### src/design/pmb_pkg.sv
// Package of constants for the PCI and Add-On mailbox block
// Operation
// [RL1] Add-On incoming reads come through holding latch
// [RL2] PCI incoming reads come through an interlock
// [RL3] Outgoing write sets flags of enabled bytes
// [RL4] Outgoing box of one side is other's incoming
// [RL5] Outgoing write updates data and both flag views
// [RL6] Incoming read clears flags of bytes read
// [RL7] Flag index is box times four plus byte
// [RL8] Flag registers are read-only, cleared by reads
// [RL9] Flag reset control on each side's control register
// [RL10] Incoming-full and outgoing-empty interrupt sources per side
// [RL11] Each side keeps its own interrupt selections
// [RL12] Raised interrupt stays pending until software clears
// [RL13] PCI events drive INTA, Add-On events drive IRQ
// [RL14] Pin mode: eight data pins, one load clock
// [RL15] Load-clock rising edge raises INTA when selected
// [RL16] Pin byte returned on PCI incoming box 4 byte 3
// [RL17] Byte-wide boot: byte reads zero, no pin interrupt
// [RL18] Writing one to reset bit clears all flags
// [RL19] Latch pins on rising edge, ignore until cleared
// [RL20] Overwrite full boxes, reread empty, never refuse
package pmb_pkg;
  localparam int         PMB_AW          = 6;
  localparam int         PMB_DW          = 32;
  localparam int         PMB_BOXES       = 4;
  localparam logic [5:0] PMB_OFS_OUT     = 6'h00;
  localparam logic [5:0] PMB_OFS_IN      = 6'h10;
  localparam logic [5:0] PMB_OFS_FLAGS   = 6'h20;
  localparam logic [5:0] PMB_OFS_CTRL    = 6'h24;
  localparam logic [5:0] PMB_OFS_IRQ     = 6'h28;
  localparam int         PMB_FLAG_RST    = 0;
  localparam int         PMB_OBYTE_LSB   = 0;
  localparam int         PMB_OBOX_LSB    = 2;
  localparam int         PMB_OEN         = 4;
  localparam int         PMB_IBYTE_LSB   = 8;
  localparam int         PMB_IBOX_LSB    = 10;
  localparam int         PMB_IEN         = 12;
  localparam int         PMB_CFG_W       = 13;
  localparam logic [12:0] PMB_CFG_MASK   = 13'h1f1f;
  localparam int         PMB_PEND_LSB    = 16;
  localparam int         PMB_PEND_OUT    = 0;
  localparam int         PMB_PEND_IN     = 1;
  localparam logic [1:0] PMB_DIRECT_BOX  = 2'h3;
  localparam logic [3:0] PMB_DIRECT_BE   = 4'h8;
  localparam int         PMB_DIRECT_FLAG = 31;
  localparam logic [1:0] PMB_RESP_OKAY   = 2'h0;
  localparam logic [1:0] PMB_RESP_SLVERR = 2'h2;
endpackage

### src/design/pmb_mem_if.sv
// Interface between the mailbox core and one mailbox storage bank
`timescale 1ns/1ps
interface pmb_mem_if;
  import pmb_pkg::*;
  logic              we;
  logic [1:0]        waddr;
  logic [3:0]        wbe;
  logic [PMB_DW-1:0] wdata;
  logic              re_a;
  logic [1:0]        raddr_a;
  logic [PMB_DW-1:0] rdata_a;
  logic              re_b;
  logic [1:0]        raddr_b;
  logic [PMB_DW-1:0] rdata_b;
  modport mem  (input we, waddr, wbe, wdata, re_a, raddr_a, re_b, raddr_b,
                output rdata_a, rdata_b);
  modport user (output we, waddr, wbe, wdata, re_a, raddr_a, re_b, raddr_b,
                input rdata_a, rdata_b);
endinterface

### src/design/pmb_box_mem.sv
// Four-word mailbox bank with byte writes and two latched read ports
`timescale 1ns/1ps
module pmb_box_mem
  import pmb_pkg::*;
#(
  parameter int DEPTH = PMB_BOXES
) (
  input wire logic CLK,
  input wire logic NRST,
  pmb_mem_if.mem   port
);
  // Each byte lane is a bank of its own, so every store has one writer
  wire [PMB_DW-1:0] rd_a_w;
  wire [PMB_DW-1:0] rd_b_w;

  // Read data are latched, so a write in the same cycle cannot tear them
  always_ff @(posedge CLK) begin
    if (!NRST) begin
      port.rdata_a <= '0;
    end else if (port.re_a) begin
      port.rdata_a <= rd_a_w; // RL1 RL2
    end
  end

  always_ff @(posedge CLK) begin
    if (!NRST) begin
      port.rdata_b <= '0;
    end else if (port.re_b) begin
      port.rdata_b <= rd_b_w;
    end
  end

  for (genvar b = 0; b < PMB_DW / 8; b++) begin : g_byte
    logic [7:0] bank_q [DEPTH];
    always_ff @(posedge CLK) begin
      if (port.we && port.wbe[b]) begin
        bank_q[port.waddr] <= port.wdata[8*b +: 8]; // RL20
      end
    end
    assign rd_a_w[8*b +: 8] = bank_q[port.raddr_a];
    assign rd_b_w[8*b +: 8] = bank_q[port.raddr_b];
  end
endmodule

### src/design/pmb_mailbox.sv
// Mailbox block: AXI4-Lite PCI side, Add-On local bus, flags, interrupts
`timescale 1ns/1ps
module pmb_mailbox
  import pmb_pkg::*;
(
  input  wire logic              CLK,
  input  wire logic              NRST,
  input  wire logic [PMB_AW-1:0] S_AXI_AWADDR,
  input  wire logic              S_AXI_AWVALID,
  output logic                   S_AXI_AWREADY,
  input  wire logic [PMB_DW-1:0] S_AXI_WDATA,
  input  wire logic [3:0]        S_AXI_WSTRB,
  input  wire logic              S_AXI_WVALID,
  output logic                   S_AXI_WREADY,
  output logic [1:0]             S_AXI_BRESP,
  output logic                   S_AXI_BVALID,
  input  wire logic              S_AXI_BREADY,
  input  wire logic [PMB_AW-1:0] S_AXI_ARADDR,
  input  wire logic              S_AXI_ARVALID,
  output logic                   S_AXI_ARREADY,
  output logic [PMB_DW-1:0]      S_AXI_RDATA,
  output logic [1:0]             S_AXI_RRESP,
  output logic                   S_AXI_RVALID,
  input  wire logic              S_AXI_RREADY,
  input  wire logic [PMB_AW-1:0] AO_ADDR,
  input  wire logic              AO_WR,
  input  wire logic              AO_RD,
  input  wire logic [3:0]        AO_BE,
  input  wire logic [PMB_DW-1:0] AO_WDATA,
  output logic [PMB_DW-1:0]      AO_RDATA,
  output logic                   AO_RVALID,
  input  wire logic              BOOT_BYTE_WIDE,
  input  wire logic [7:0]        DIRECT_BOX_DATA_IN,
  input  wire logic              DIRECT_BOX_LOAD_CLK,
  output logic                   INTA_N,
  output logic                   IRQ_N
);
  function automatic logic is_out(input logic [PMB_AW-1:0] a);
    return a >= PMB_OFS_OUT && a < PMB_OFS_IN && a[1:0] == 2'h0;
  endfunction

  function automatic logic is_in(input logic [PMB_AW-1:0] a);
    return a >= PMB_OFS_IN && a < PMB_OFS_FLAGS && a[1:0] == 2'h0;
  endfunction

  function automatic logic is_mapped(input logic [PMB_AW-1:0] a);
    return a <= PMB_OFS_IRQ && a[1:0] == 2'h0;
  endfunction

  // Flag index {direction, box, byte}: direction 1 is Add-On to PCI
  function automatic logic [4:0] flag_idx(input logic dir,
                                          input logic [1:0] box,
                                          input logic [1:0] bsel);
    return {dir, box, bsel}; // RL7
  endfunction

  function automatic logic [4:0] sel_idx(input logic [PMB_CFG_W-1:0] cfg,
                                         input logic in_cond,
                                         input logic dir);
    if (in_cond) begin
      return flag_idx(dir, cfg[PMB_IBOX_LSB +: 2], cfg[PMB_IBYTE_LSB +: 2]);
    end
    return flag_idx(dir, cfg[PMB_OBOX_LSB +: 2], cfg[PMB_OBYTE_LSB +: 2]);
  endfunction

  function automatic logic [PMB_DW-1:0] irq_word(
      input logic [PMB_CFG_W-1:0] cfg, input logic [1:0] pend);
    logic [PMB_DW-1:0] w;
    w = '0;
    w[PMB_CFG_W-1:0] = cfg;
    w[PMB_PEND_LSB +: 2] = pend;
    return w;
  endfunction

  pmb_mem_if p2a ();
  pmb_mem_if a2p ();

  logic              aw_full_q;
  logic [PMB_AW-1:0] awaddr_q;
  logic              w_full_q;
  logic [PMB_DW-1:0] wdata_q;
  logic [3:0]        wstrb_q;
  logic              bvalid_q;
  logic [1:0]        bresp_q;
  logic              rd_busy_q;
  logic [PMB_AW-1:0] rd_addr_q;
  logic              rvalid_q;
  logic [PMB_DW-1:0] rdata_q;
  logic [1:0]        rresp_q;
  logic              ao_busy_q;
  logic [PMB_AW-1:0] ao_addr_q;
  logic [PMB_DW-1:0] ao_rdata_q;
  logic [PMB_DW-1:0] flags_q;
  logic [PMB_DW-1:0] flags_d;
  logic [PMB_DW-1:0] set_v;
  logic [PMB_DW-1:0] clr_v;
  logic [PMB_DW-1:0] rise;
  logic [PMB_DW-1:0] fall;
  logic [PMB_CFG_W-1:0] pci_cfg_q;
  logic [PMB_CFG_W-1:0] ao_cfg_q;
  logic [1:0]        pci_pend_q;
  logic [1:0]        ao_pend_q;
  logic [1:0]        pci_ev;
  logic [1:0]        ao_ev;
  logic [1:0]        pci_clr;
  logic [1:0]        ao_clr;
  logic              clk_s1_q;
  logic              clk_s2_q;
  logic              clk_s3_q;
  logic [7:0]        dat_s1_q;
  logic [7:0]        dat_s2_q;
  logic              wide_s1_q;
  logic              wide_s2_q;
  logic [7:0]        direct_byte_q;
  logic              wr_go;
  logic              rd_acc;
  logic              p_wr_out;
  logic              p_rd_in;
  logic              a_wr_out;
  logic              a_rd_in;
  logic              glob_clr;
  logic              dir_edge;
  logic              dir_take;
  logic [3:0]        ao_be_m;

  // Box 4 byte 3 of the Add-On to PCI bank comes from pins or reads zero
  function automatic logic [PMB_DW-1:0] fix_in(input logic [PMB_DW-1:0] w,
                                               input logic [1:0] box,
                                               input logic wide,
                                               input logic [7:0] pin);
    logic [PMB_DW-1:0] r;
    r = w;
    if (box == PMB_DIRECT_BOX) begin
      r[PMB_DW-1 -: 8] = wide ? 8'h00 : pin; // RL16 RL17
    end
    return r;
  endfunction

  pmb_box_mem #(.DEPTH(PMB_BOXES)) u_p2a (
    .CLK  (CLK),
    .NRST (NRST),
    .port (p2a.mem)
  );

  pmb_box_mem #(.DEPTH(PMB_BOXES)) u_a2p (
    .CLK  (CLK),
    .NRST (NRST),
    .port (a2p.mem)
  );

  // AXI4-Lite write: address and data taken in either order
  assign S_AXI_AWREADY = !aw_full_q && !bvalid_q;
  assign S_AXI_WREADY  = !w_full_q && !bvalid_q;
  assign S_AXI_BVALID  = bvalid_q;
  assign S_AXI_BRESP   = bresp_q;
  assign wr_go         = aw_full_q && w_full_q && !bvalid_q;

  always_ff @(posedge CLK) begin
    if (!NRST) begin
      aw_full_q <= 1'b0;
      awaddr_q  <= '0;
    end else if (S_AXI_AWVALID && S_AXI_AWREADY) begin
      aw_full_q <= 1'b1;
      awaddr_q  <= S_AXI_AWADDR;
    end else if (wr_go) begin
      aw_full_q <= 1'b0;
    end
  end

  always_ff @(posedge CLK) begin
    if (!NRST) begin
      w_full_q <= 1'b0;
      wdata_q  <= '0;
      wstrb_q  <= '0;
    end else if (S_AXI_WVALID && S_AXI_WREADY) begin
      w_full_q <= 1'b1;
      wdata_q  <= S_AXI_WDATA;
      wstrb_q  <= S_AXI_WSTRB;
    end else if (wr_go) begin
      w_full_q <= 1'b0;
    end
  end

  // Writes to full boxes or read-only words complete normally
  always_ff @(posedge CLK) begin
    if (!NRST) begin
      bvalid_q <= 1'b0;
      bresp_q  <= PMB_RESP_OKAY;
    end else if (wr_go) begin
      bvalid_q <= 1'b1; // RL20
      bresp_q  <= is_mapped(awaddr_q) ? PMB_RESP_OKAY : PMB_RESP_SLVERR;
    end else if (S_AXI_BREADY) begin
      bvalid_q <= 1'b0;
    end
  end

  // AXI4-Lite read: one stage for the latched bank read, then data
  assign S_AXI_ARREADY = !rd_busy_q && !rvalid_q;
  assign S_AXI_RVALID  = rvalid_q;
  assign S_AXI_RDATA   = rdata_q;
  assign S_AXI_RRESP   = rresp_q;
  assign rd_acc        = S_AXI_ARVALID && S_AXI_ARREADY;

  always_ff @(posedge CLK) begin
    if (!NRST) begin
      rd_busy_q <= 1'b0;
      rd_addr_q <= '0;
    end else begin
      rd_busy_q <= rd_acc;
      if (rd_acc) begin
        rd_addr_q <= S_AXI_ARADDR;
      end
    end
  end

  always_ff @(posedge CLK) begin
    if (!NRST) begin
      rvalid_q <= 1'b0;
      rdata_q  <= '0;
      rresp_q  <= PMB_RESP_OKAY;
    end else if (rd_busy_q) begin
      rvalid_q <= 1'b1;
      rresp_q  <= is_mapped(rd_addr_q) ? PMB_RESP_OKAY : PMB_RESP_SLVERR;
      if (is_out(rd_addr_q)) begin
        rdata_q <= p2a.rdata_b;
      end else if (is_in(rd_addr_q)) begin
        rdata_q <= fix_in(a2p.rdata_a, rd_addr_q[3:2], wide_s2_q,
                          direct_byte_q); // RL2 RL16
      end else if (rd_addr_q == PMB_OFS_FLAGS) begin
        rdata_q <= flags_q;
      end else if (rd_addr_q == PMB_OFS_IRQ) begin
        rdata_q <= irq_word(pci_cfg_q, pci_pend_q);
      end else begin
        rdata_q <= '0; // RL18
      end
    end else if (S_AXI_RREADY) begin
      rvalid_q <= 1'b0;
    end
  end

  // Add-On local bus: reads answer two cycles after the strobe
  assign AO_RDATA  = ao_rdata_q;

  always_ff @(posedge CLK) begin
    if (!NRST) begin
      ao_busy_q <= 1'b0;
      ao_addr_q <= '0;
      AO_RVALID <= 1'b0;
    end else begin
      ao_busy_q <= AO_RD;
      AO_RVALID <= ao_busy_q;
      if (AO_RD) begin
        ao_addr_q <= AO_ADDR;
      end
    end
  end

  always_ff @(posedge CLK) begin
    if (!NRST) begin
      ao_rdata_q <= '0;
    end else if (ao_busy_q) begin
      if (is_in(ao_addr_q)) begin
        ao_rdata_q <= p2a.rdata_a; // RL1
      end else if (is_out(ao_addr_q)) begin
        ao_rdata_q <= fix_in(a2p.rdata_b, ao_addr_q[3:2], wide_s2_q,
                             direct_byte_q);
      end else if (ao_addr_q == PMB_OFS_FLAGS) begin
        ao_rdata_q <= flags_q;
      end else if (ao_addr_q == PMB_OFS_IRQ) begin
        ao_rdata_q <= irq_word(ao_cfg_q, ao_pend_q);
      end else begin
        ao_rdata_q <= '0;
      end
    end
  end

  // Bank wiring: each bank is one side's outgoing and the other's incoming
  assign p_wr_out = wr_go && is_out(awaddr_q);
  assign p_rd_in  = rd_acc && is_in(S_AXI_ARADDR);
  assign a_wr_out = AO_WR && is_out(AO_ADDR);
  assign a_rd_in  = AO_RD && is_in(AO_ADDR);
  // The pin byte never takes Add-On bus data
  assign ao_be_m  = (AO_ADDR[3:2] == PMB_DIRECT_BOX) ?
                    (AO_BE & ~PMB_DIRECT_BE) : AO_BE; // RL14 RL17

  always_comb begin
    p2a.we      = p_wr_out; // RL4 RL5
    p2a.waddr   = awaddr_q[3:2];
    p2a.wbe     = wstrb_q;
    p2a.wdata   = wdata_q;
    p2a.re_a    = AO_RD;
    p2a.raddr_a = AO_ADDR[3:2];
    p2a.re_b    = rd_acc;
    p2a.raddr_b = S_AXI_ARADDR[3:2];
    a2p.we      = a_wr_out; // RL4 RL5
    a2p.waddr   = AO_ADDR[3:2];
    a2p.wbe     = ao_be_m;
    a2p.wdata   = AO_WDATA;
    a2p.re_a    = rd_acc;
    a2p.raddr_a = S_AXI_ARADDR[3:2];
    a2p.re_b    = AO_RD;
    a2p.raddr_b = AO_ADDR[3:2];
  end

  // Direct pins pass two flops; the edge detector compares the second with a third flop
  always_ff @(posedge CLK) begin
    if (!NRST) begin
      clk_s1_q  <= 1'b1;
      clk_s2_q  <= 1'b1;
      clk_s3_q  <= 1'b1;
      dat_s1_q  <= 8'h00;
      dat_s2_q  <= 8'h00;
      wide_s1_q <= 1'b0;
      wide_s2_q <= 1'b0;
    end else begin
      clk_s1_q  <= DIRECT_BOX_LOAD_CLK;
      clk_s2_q  <= clk_s1_q;
      clk_s3_q  <= clk_s2_q;
      dat_s1_q  <= DIRECT_BOX_DATA_IN;
      dat_s2_q  <= dat_s1_q;
      wide_s1_q <= BOOT_BYTE_WIDE;
      wide_s2_q <= wide_s1_q;
    end
  end

  assign dir_edge = clk_s2_q && !clk_s3_q; // RL15
  // Edges are ignored while the PCI incoming interrupt is still pending
  assign dir_take = dir_edge && !wide_s2_q &&
                    !pci_pend_q[PMB_PEND_IN]; // RL19 RL17

  always_ff @(posedge CLK) begin
    if (!NRST) begin
      direct_byte_q <= 8'h00;
    end else if (dir_take) begin
      direct_byte_q <= dat_s2_q; // RL14 RL19
    end
  end

  // Flags: a set in the same cycle as a clear or a global reset wins
  assign glob_clr = (wr_go && awaddr_q == PMB_OFS_CTRL &&
                     wdata_q[PMB_FLAG_RST]) ||
                    (AO_WR && AO_ADDR == PMB_OFS_CTRL &&
                     AO_WDATA[PMB_FLAG_RST]); // RL9 RL18

  always_comb begin
    set_v = '0;
    clr_v = '0;
    if (p_wr_out) begin
      set_v[flag_idx(1'b0, awaddr_q[3:2], 2'h0) +: 4] = wstrb_q; // RL3
    end
    if (a_wr_out) begin
      set_v[flag_idx(1'b1, AO_ADDR[3:2], 2'h0) +: 4] = ao_be_m; // RL3
    end
    if (dir_take) begin
      set_v[PMB_DIRECT_FLAG] = 1'b1; // RL15
    end
    if (p_rd_in) begin
      clr_v[flag_idx(1'b1, S_AXI_ARADDR[3:2], 2'h0) +: 4] = 4'hf; // RL6
    end
    if (a_rd_in) begin
      clr_v[flag_idx(1'b0, AO_ADDR[3:2], 2'h0) +: 4] = AO_BE; // RL6
    end
    flags_d = glob_clr ? set_v : ((flags_q & ~clr_v) | set_v); // RL18
  end

  // One flag vector serves both status views; writes to the flag word never reach it
  always_ff @(posedge CLK) begin
    if (!NRST) begin
      flags_q <= '0;
    end else begin
      flags_q <= flags_d; // RL4 RL8
    end
  end

  assign rise = flags_d & ~flags_q;
  assign fall = flags_q & ~flags_d;

  // Interrupt selections, held apart for each side
  always_ff @(posedge CLK) begin
    if (!NRST) begin
      pci_cfg_q <= '0;
    end else if (wr_go && awaddr_q == PMB_OFS_IRQ) begin
      pci_cfg_q <= wdata_q[PMB_CFG_W-1:0] & PMB_CFG_MASK; // RL11
    end
  end

  always_ff @(posedge CLK) begin
    if (!NRST) begin
      ao_cfg_q <= '0;
    end else if (AO_WR && AO_ADDR == PMB_OFS_IRQ) begin
      ao_cfg_q <= AO_WDATA[PMB_CFG_W-1:0] & PMB_CFG_MASK; // RL11
    end
  end

  always_comb begin
    // A pin edge interrupts even if the pin byte was never read empty
    pci_ev[PMB_PEND_IN]  = pci_cfg_q[PMB_IEN] &&
                           (rise[sel_idx(pci_cfg_q, 1'b1, 1'b1)] ||
                            (dir_take && sel_idx(pci_cfg_q, 1'b1, 1'b1) ==
                             5'(PMB_DIRECT_FLAG))); // RL10 RL15
    pci_ev[PMB_PEND_OUT] = pci_cfg_q[PMB_OEN] &&
                           fall[sel_idx(pci_cfg_q, 1'b0, 1'b0)]; // RL10
    ao_ev[PMB_PEND_IN]   = ao_cfg_q[PMB_IEN] &&
                           rise[sel_idx(ao_cfg_q, 1'b1, 1'b0)]; // RL10
    ao_ev[PMB_PEND_OUT]  = ao_cfg_q[PMB_OEN] &&
                           fall[sel_idx(ao_cfg_q, 1'b0, 1'b1)]; // RL10
    pci_clr = (wr_go && awaddr_q == PMB_OFS_IRQ) ?
              wdata_q[PMB_PEND_LSB +: 2] : 2'h0;
    ao_clr  = (AO_WR && AO_ADDR == PMB_OFS_IRQ) ?
              AO_WDATA[PMB_PEND_LSB +: 2] : 2'h0;
  end

  // Pending bits stay until software writes one to them
  always_ff @(posedge CLK) begin
    if (!NRST) begin
      pci_pend_q <= 2'h0;
      ao_pend_q  <= 2'h0;
    end else begin
      pci_pend_q <= (pci_pend_q & ~pci_clr) | pci_ev; // RL12
      ao_pend_q  <= (ao_pend_q & ~ao_clr) | ao_ev; // RL12
    end
  end

  assign INTA_N = ~|pci_pend_q; // RL13
  assign IRQ_N  = ~|ao_pend_q; // RL13
endmodule

### config.mk
export PLATFORM = sky130hd
export DESIGN_NAME = pmb_mailbox
export DESIGN_NICKNAME = d
export VERILOG_FILES = /design/src/design/pmb_pkg.sv /design/src/design/pmb_mem_if.sv /design/src/design/pmb_box_mem.sv /design/src/design/pmb_mailbox.sv
export SDC_FILE = /design/constraint.sdc
export NUM_CORES = 1
export LEC_CHECK = 0
export ABC_AREA = 0
export BUFFER_PORTS_ARGS = -buffer_cell sky130_fd_sc_hd__buf_2
export CAP_MARGIN = 25
export CORE_ASPECT_RATIO = 1.75
export CORE_MARGIN = 2
export CORE_UTILIZATION = 25
export DETAILED_ROUTE_END_ITERATION = 8
export PLACE_DENSITY = 0.44
export SLEW_MARGIN = 20
export SYNTH_ARGS = -nofsm -noshare
export SYNTH_HDL_FRONTEND = slang
export SYNTH_SLANG_ARGS = --single-unit
### constraint.sdc
create_clock -name CLK -period 4.43 [get_ports CLK]
set_input_delay 0.2215 -clock CLK [delete_from_list [all_inputs] [get_ports CLK]]
set_output_delay 0.2215 -clock CLK [all_outputs]
set_load 0.02 [all_outputs]
# ---- Word-level counts from Yosys, hierarchy flattened
# Memory sizes are Yosys's and may differ from the RTL's. A register that Yosys moved wholly into a read port is not among the register bits.
# Cells that the tools add are included.
dict set report classes {
  n_addsub 4
  magnitude_cmp 22
  n_eq_ne 12
  n_shift 8
  mux 55
  bitwise 15
  n_reduce_logical 91
}
# cell n
set ops {}
lappend ops {{2-to-1 mux 32 bit} 11}
lappend ops {{AND 32 bit} 5}
lappend ops {{variable shift 4 x 7 -> 32 bit (first input constant)} 4}
lappend ops {{NOT 32 bit} 3}
lappend ops {{indexed part select 4 x 7 -> 32 bit} 3}
lappend ops {{bitwise mux 32 bit} 2}
lappend ops {{logical AND 1 bit} 52}
lappend ops {{== test 6 bit (second input constant)} 8}
lappend ops {{2-to-1 mux 18 bit} 2}
lappend ops {{OR 32 bit} 1}
lappend ops {{indexed part select 4 x 7 -> 32 bit (first input constant)} 1}
lappend ops {{2-to-1 mux 1 bit} 28}
lappend ops {{zero test 1 bit} 26}
lappend ops {{greater-or-equal comparator 6 x 1 -> 1 bit (second input constant)} 4}
lappend ops {{greater-or-equal comparator 6 x 5 -> 1 bit (second input constant)} 4}
lappend ops {{< comparator 6 x 5 -> 1 bit (second input constant)} 4}
lappend ops {{< comparator 6 bit (second input constant)} 4}
lappend ops {{2-to-1 mux 8 bit} 3}
lappend ops {{binary-select mux 1 bit (select 4 bit)} 4}
lappend ops {{negation 4 -> 7 bit} 2}
lappend ops {{negation 5 -> 7 bit} 2}
lappend ops {{<= comparator 6 bit (second input constant)} 2}
lappend ops {{< comparator 4 x 6 -> 1 bit (second input constant)} 2}
lappend ops {{< comparator 5 x 6 -> 1 bit (second input constant)} 2}
lappend ops {{11 further kinds} 28}
dict set report word_totals {
  ff_bits 214
  ramBits 256
  memories 8
}
# memory words width read_ports rd_clocked_by_memory_dff wr line
set mem_list {}
lappend mem_list {{u_a2p.g_byte[0].bank_q} 4 8 2 2 1 pmb_box_mem.sv:34} ;# logic [7:0] bank_q [DEPTH];
lappend mem_list {{u_a2p.g_byte[1].bank_q} 4 8 2 2 1 pmb_box_mem.sv:34}
lappend mem_list {{u_a2p.g_byte[2].bank_q} 4 8 2 2 1 pmb_box_mem.sv:34}
lappend mem_list {{u_a2p.g_byte[3].bank_q} 4 8 2 2 1 pmb_box_mem.sv:34}
lappend mem_list {{u_p2a.g_byte[0].bank_q} 4 8 2 2 1 pmb_box_mem.sv:34}
lappend mem_list {{u_p2a.g_byte[1].bank_q} 4 8 2 2 1 pmb_box_mem.sv:34}
lappend mem_list {{2 more memories} - - - - - -}

# ---- Depth between registers and ports, before layout
dict set report depth {
  depth_word 17
  mapped_depth 12
  depth_no_buf 9
}

# ---- Cells and area by module
# A second synthesis with hierarchy kept.
dict set report hier_totals {
  cells_unflattened 2282
  area_unflattened_um2 26450.4
}
# mod instances cells_per_inst area_per_inst_um2 seq_area_each_um2
set modules_own_cells {}
lappend modules_own_cells {pmb_box_mem 2 514 7828.8 5124.9}
lappend modules_own_cells {pmb_mailbox 1 1254 10792.9 4244.1}

# ---- Least setup slack after synthesis
# OpenSTA, ideal clock, no wires.
dict set report synth_path {
  path_kind {input-to-reg}
  start {input port AO_ADDR[3]}
  end {register ao_pend_q[0]}
  setup_ns 0.124
  t_arrival_ns 2.745
  required_time_ns 4.306
  path_slack_ns 1.561
  path_stages 11
  n_path_buf 2
  path_cell_list {clkbuf_1 inv_1 ha_1 clkbuf_1 nor3_1 nand3_1 a311oi_1 o21ai_0 a32o_1 a221oi_1 o21ai_1}
}
dict set report synth_via {
  elab_chain_len 15
}
# element line
set synth_lines {}
lappend synth_lines {{start, declared} pmb_mailbox.sv:25} ;# input wire logic [PMB_AW-1:0] AO_ADDR,
lappend synth_lines {{branches (longest 14 deep; another with negation 5 -> 7 bit)} -}
lappend synth_lines {{OR 2 bit *} pmb_mailbox.sv:420} ;# ao_pend_q <= (ao_pend_q & ~ao_clr) | ao_ev;
lappend synth_lines {{end signal, assigned} pmb_mailbox.sv:420}
lappend synth_lines {{end, declared} pmb_mailbox.sv:102} ;# logic [1:0] ao_pend_q;
# Every way passes the cells marked *. The select of a mux whose other input is x is not followed.
# A chain may end at the register's enable or synchronous reset.

# ---- Worst setup path in the final report
dict set report layout_path {
  start {register awaddr_q[2]}
  end {register pci_pend_q[0]}
}
dict set report layout_via {
  elab_chain_len 15
}
# element line
set layout_lines {}
lappend layout_lines {{start, declared} pmb_mailbox.sv:79} ;# logic [PMB_AW-1:0] awaddr_q;
lappend layout_lines {{start signal, assigned} pmb_mailbox.sv:161} ;# awaddr_q <= '0;
lappend layout_lines {{start signal, assigned} pmb_mailbox.sv:164} ;# awaddr_q <= S_AXI_AWADDR;
lappend layout_lines {{branches (longest 14 deep; another with negation 4 -> 7 bit)} -}
lappend layout_lines {{OR 2 bit *} pmb_mailbox.sv:419} ;# pci_pend_q <= (pci_pend_q & ~pci_clr) | pci_ev;
lappend layout_lines {{end signal, assigned} pmb_mailbox.sv:419}
lappend layout_lines {{end, declared} pmb_mailbox.sv:101} ;# logic [1:0] pci_pend_q;
# Marked as above.

==> results_dict.tcl <==
set metrics [dict create \
    rows 159 \
    grt_pass1_vias 20340 \
    synth.most_common_cell "nand2_1" \
    overflow 0 \
    run_status "complete, no violations" \
    die_width_um 252 \
    synth.mux.area_fraction_pct 15.3 \
    fin_nets 2680 \
    relSlewSlack_pct 31.5 \
    finalCritPeriodShare_pct 86.2 \
    synth-seq-cells 596 \
    clkSinkCount 596 \
    synth_top_family_by_area "multiplexers" \
    final_cells 3976 \
    synth_edf_count 256 \
    yosysSeqAreaShare_pct 53.8 \
    setup_viol 0 \
    min_period_ns 3.82 \
    dieHeight_um 438 \
    cellPowerDensity_nw_per_um2 391 \
    cts_max_path_buffers 3 \
    cp_data_required_time_ns 4.94 \
    drv_cap 0 \
    die_area_sq_um 111000 \
    ioPinCount 185 \
    drc 0 \
    htreeDepth 2 \
    yosys.area_share.simple_pct 12.8 \
    start_kind "flip-flop" \
    synthFlopType "dfxtp_1" \
    cts_root_buffer "clkbuf_16" \
    cts_buffers 58 \
    critPathKind "flip-flop to flip-flop" \
    hpwlAfterDp_mm 74.8 \
    drt.antenna.violating_nets 0 \
    clk_latency_ns 0.67 \
    syn_area_per_cell_sq_um 11.5 \
    portBuffers 182 \
    fin_worst_skew_ns 0.0580 \
    synth_area_sq_um 26900 \
    hold_viol 0 \
    end_kind "flip-flop" \
    start_util_pct 25.2 \
    yosysTopAreaCell "edfxtp_1" \
    track_usage_pct 18.3 \
    fin_util_pct 30.3 \
    setup-tns-final_ns 0 \
    synth_xor_area_share_pct 0 \
    hp-class "input pin to flip-flop" \
    via_per_inst 4.97 \
    synth_compound_area_share_pct 13.6 \
    async_reset_ff_share_pct 0 \
    clock.fmax_mhz 262 \
    dp_cells 3767 \
    ys_warn_count 0 \
    vias 19756 \
    place_ws_ns 0.651 \
    coreArea_sq_um 107000 \
    ir_drop_mv 0.275 \
    synth_area_leaders "edfxtp_1, dfxtp_1, mux4_2, mux2i_1, nand2_1" \
    syn_inst 2339 \
    cts_resized 0 \
    netlist.area_leader.share_pct 28.5 \
    wl_mm 102 \
    drtPass1Iterations 6 \
    hold_slack_ns 0.0434 \
    leakagePower_uw 0.0118 \
    yosys-top-cells-count "nand2_1, dfxtp_1, edfxtp_1, mux2i_1, a21boi_0" \
    place.gp.congestion 0.907 \
    area_delta_synth_final_pct 20.4 \
    antenna_found_initial 10 \
    ys_types 75 \
    rsz0062_at_grt "no" \
    critical_path_peak_fanout 7 \
    finalWorstSetupSlack_ns 0.612 \
    grt_max_degree 129 \
    worst_slew_pin_slew_ns 1.03 \
    grt_pass1_wl_mm 148 \
    cts_tree "yes" \
    drtIter0Drc 1325 \
    synthAdderAreaFrac_pct 0.743 \
    drive_gt1_share_pct 17.9 \
    wl_per_cell_um 25.7 \
    slew_viol_final 0 \
    clk_pin_slew_ns 0.07 \
    worstPathArrival_ns 4.32 \
]
==> cells by family (layout without fill, tap and decap cells) <==
group / after synthesis / count (layout)
other: 1 / 13
buffers and inverters: 255 / 512
flip-flops: 596 / 596
adder cells (fa/ha/maj): 16 / 16
AND/OR/NAND/NOR: 708 / 708
AO/OA/AOI/OAI: 477 / 477
multiplexers: 286 / 286
==> worst paths after layout <==
check                           slack (ns)       endpoint  cells past startpoint       startpoint
worst max-delay path                  0.61  pci_pend_q[0]                      9      awaddr_q[2]
worst min-delay path                  0.04   rd_addr_q[2]                      3  S_AXI_ARADDR[2]
worst max register to register        0.61  pci_pend_q[0]                      9      awaddr_q[2]
worst min register to register        0.41       clk_s2_q                      1         clk_s1_q
==> area by class of cell <==
cell class	instances	area, sq um
Timing Repair Buffer	331	2350
Tap cell	1368	1710
Multi-Input combinational cell	1497	11500
Fill cell	11009	74600
Clock inverter	33	393
Clock buffer	77	1680
Sequential cell	596	14500
Inverter	71	267
Antenna cell	3	7.51
==> layer usage <==
layer	wire length, um	vias up	global-route usage [%]
li1	-	9080	-
met1	42700	9895	22.6
met2	50100	601	31.9
met3	4570	170	2.34
met4	4830	10	8.20
met5	59	-	0
==> power breakdown <==
group | switching (uW) | internal [uW]
logic | 770 | 469
registers | 147 | 5890
clock network | 2340 | 3050
total | 3260 | 9410
==> critical path: stages, from the launching register on <==
cell	delay (ns)
dfxtp_1	0.47
inv_1	0.21
ha_1	0.32
nor4b_1	0.50
nand3_1	0.40
o32a_2	0.53
and4bb_2	0.23
o32ai_1	0.45
o311ai_1	0.31
o311a_1	0.23
==> metrics by stage <==
step | power (uW) | area, sq um
3_5_place_dp | 7350 | 29400
5_1_grt | 13100 | 32400
3_3_place_gp | 7330 | 29300
6_report | 12700 | 32400
2_1_floorplan | 6810 | 27000
4_1_cts | 12900 | 32400
==> cell usage in the layout, fill, tap and decap left out, types with 13 or more instances in the layout <==
cell type and n:
nor2_1 35, clkbuf_16 64, a21oi_1 27, nand3_1 33, o21ai_0 49, and2_1 29
o211ai_1 39, a22oi_1 13, mux4_2 101, buf_2 179, o211a_1 64, o22ai_1 28
ha_1 16, nor2b_1 75, o221ai_1 28, mux2i_1 185, dfxtp_1 336, buf_4 50
nand2_1 391, inv_1 71, edfxtp_1 256, dlygate4sd3_1 95, nor3_1 25, and3_1 29
a21boi_0 153
==> registers in the layout, indices dropped and copies added, names as in the netlist, 2 cells and up <==
name / flops
u_a2p.port.rdata_a: 32
awaddr_q: 6
flags_q: 32
S_AXI_RDATA: 32
pci_pend_q: 2
u_p2a.g_byte.bank_q: 128
u_a2p.g_byte.bank_q: 128
dat_s2_q: 8
pci_cfg_q: 10
ao_pend_q: 2
p2a.wbe: 4
u_a2p.port.rdata_b: 32
p2a.wdata: 32
u_p2a.port.rdata_b: 32
dat_s1_q: 8
ao_cfg_q: 10
ao_addr_q: 6
rd_addr_q: 6
AO_RDATA: 32
direct_byte_q: 8
u_p2a.port.rdata_a: 32
==> timing repair <==
item / in CTS / in global routing
buffers inserted: 0 / 0
hold buffers: 95 / 0
hold endpoints to repair: 202 / 0
(Power assumes the default switching activity.)
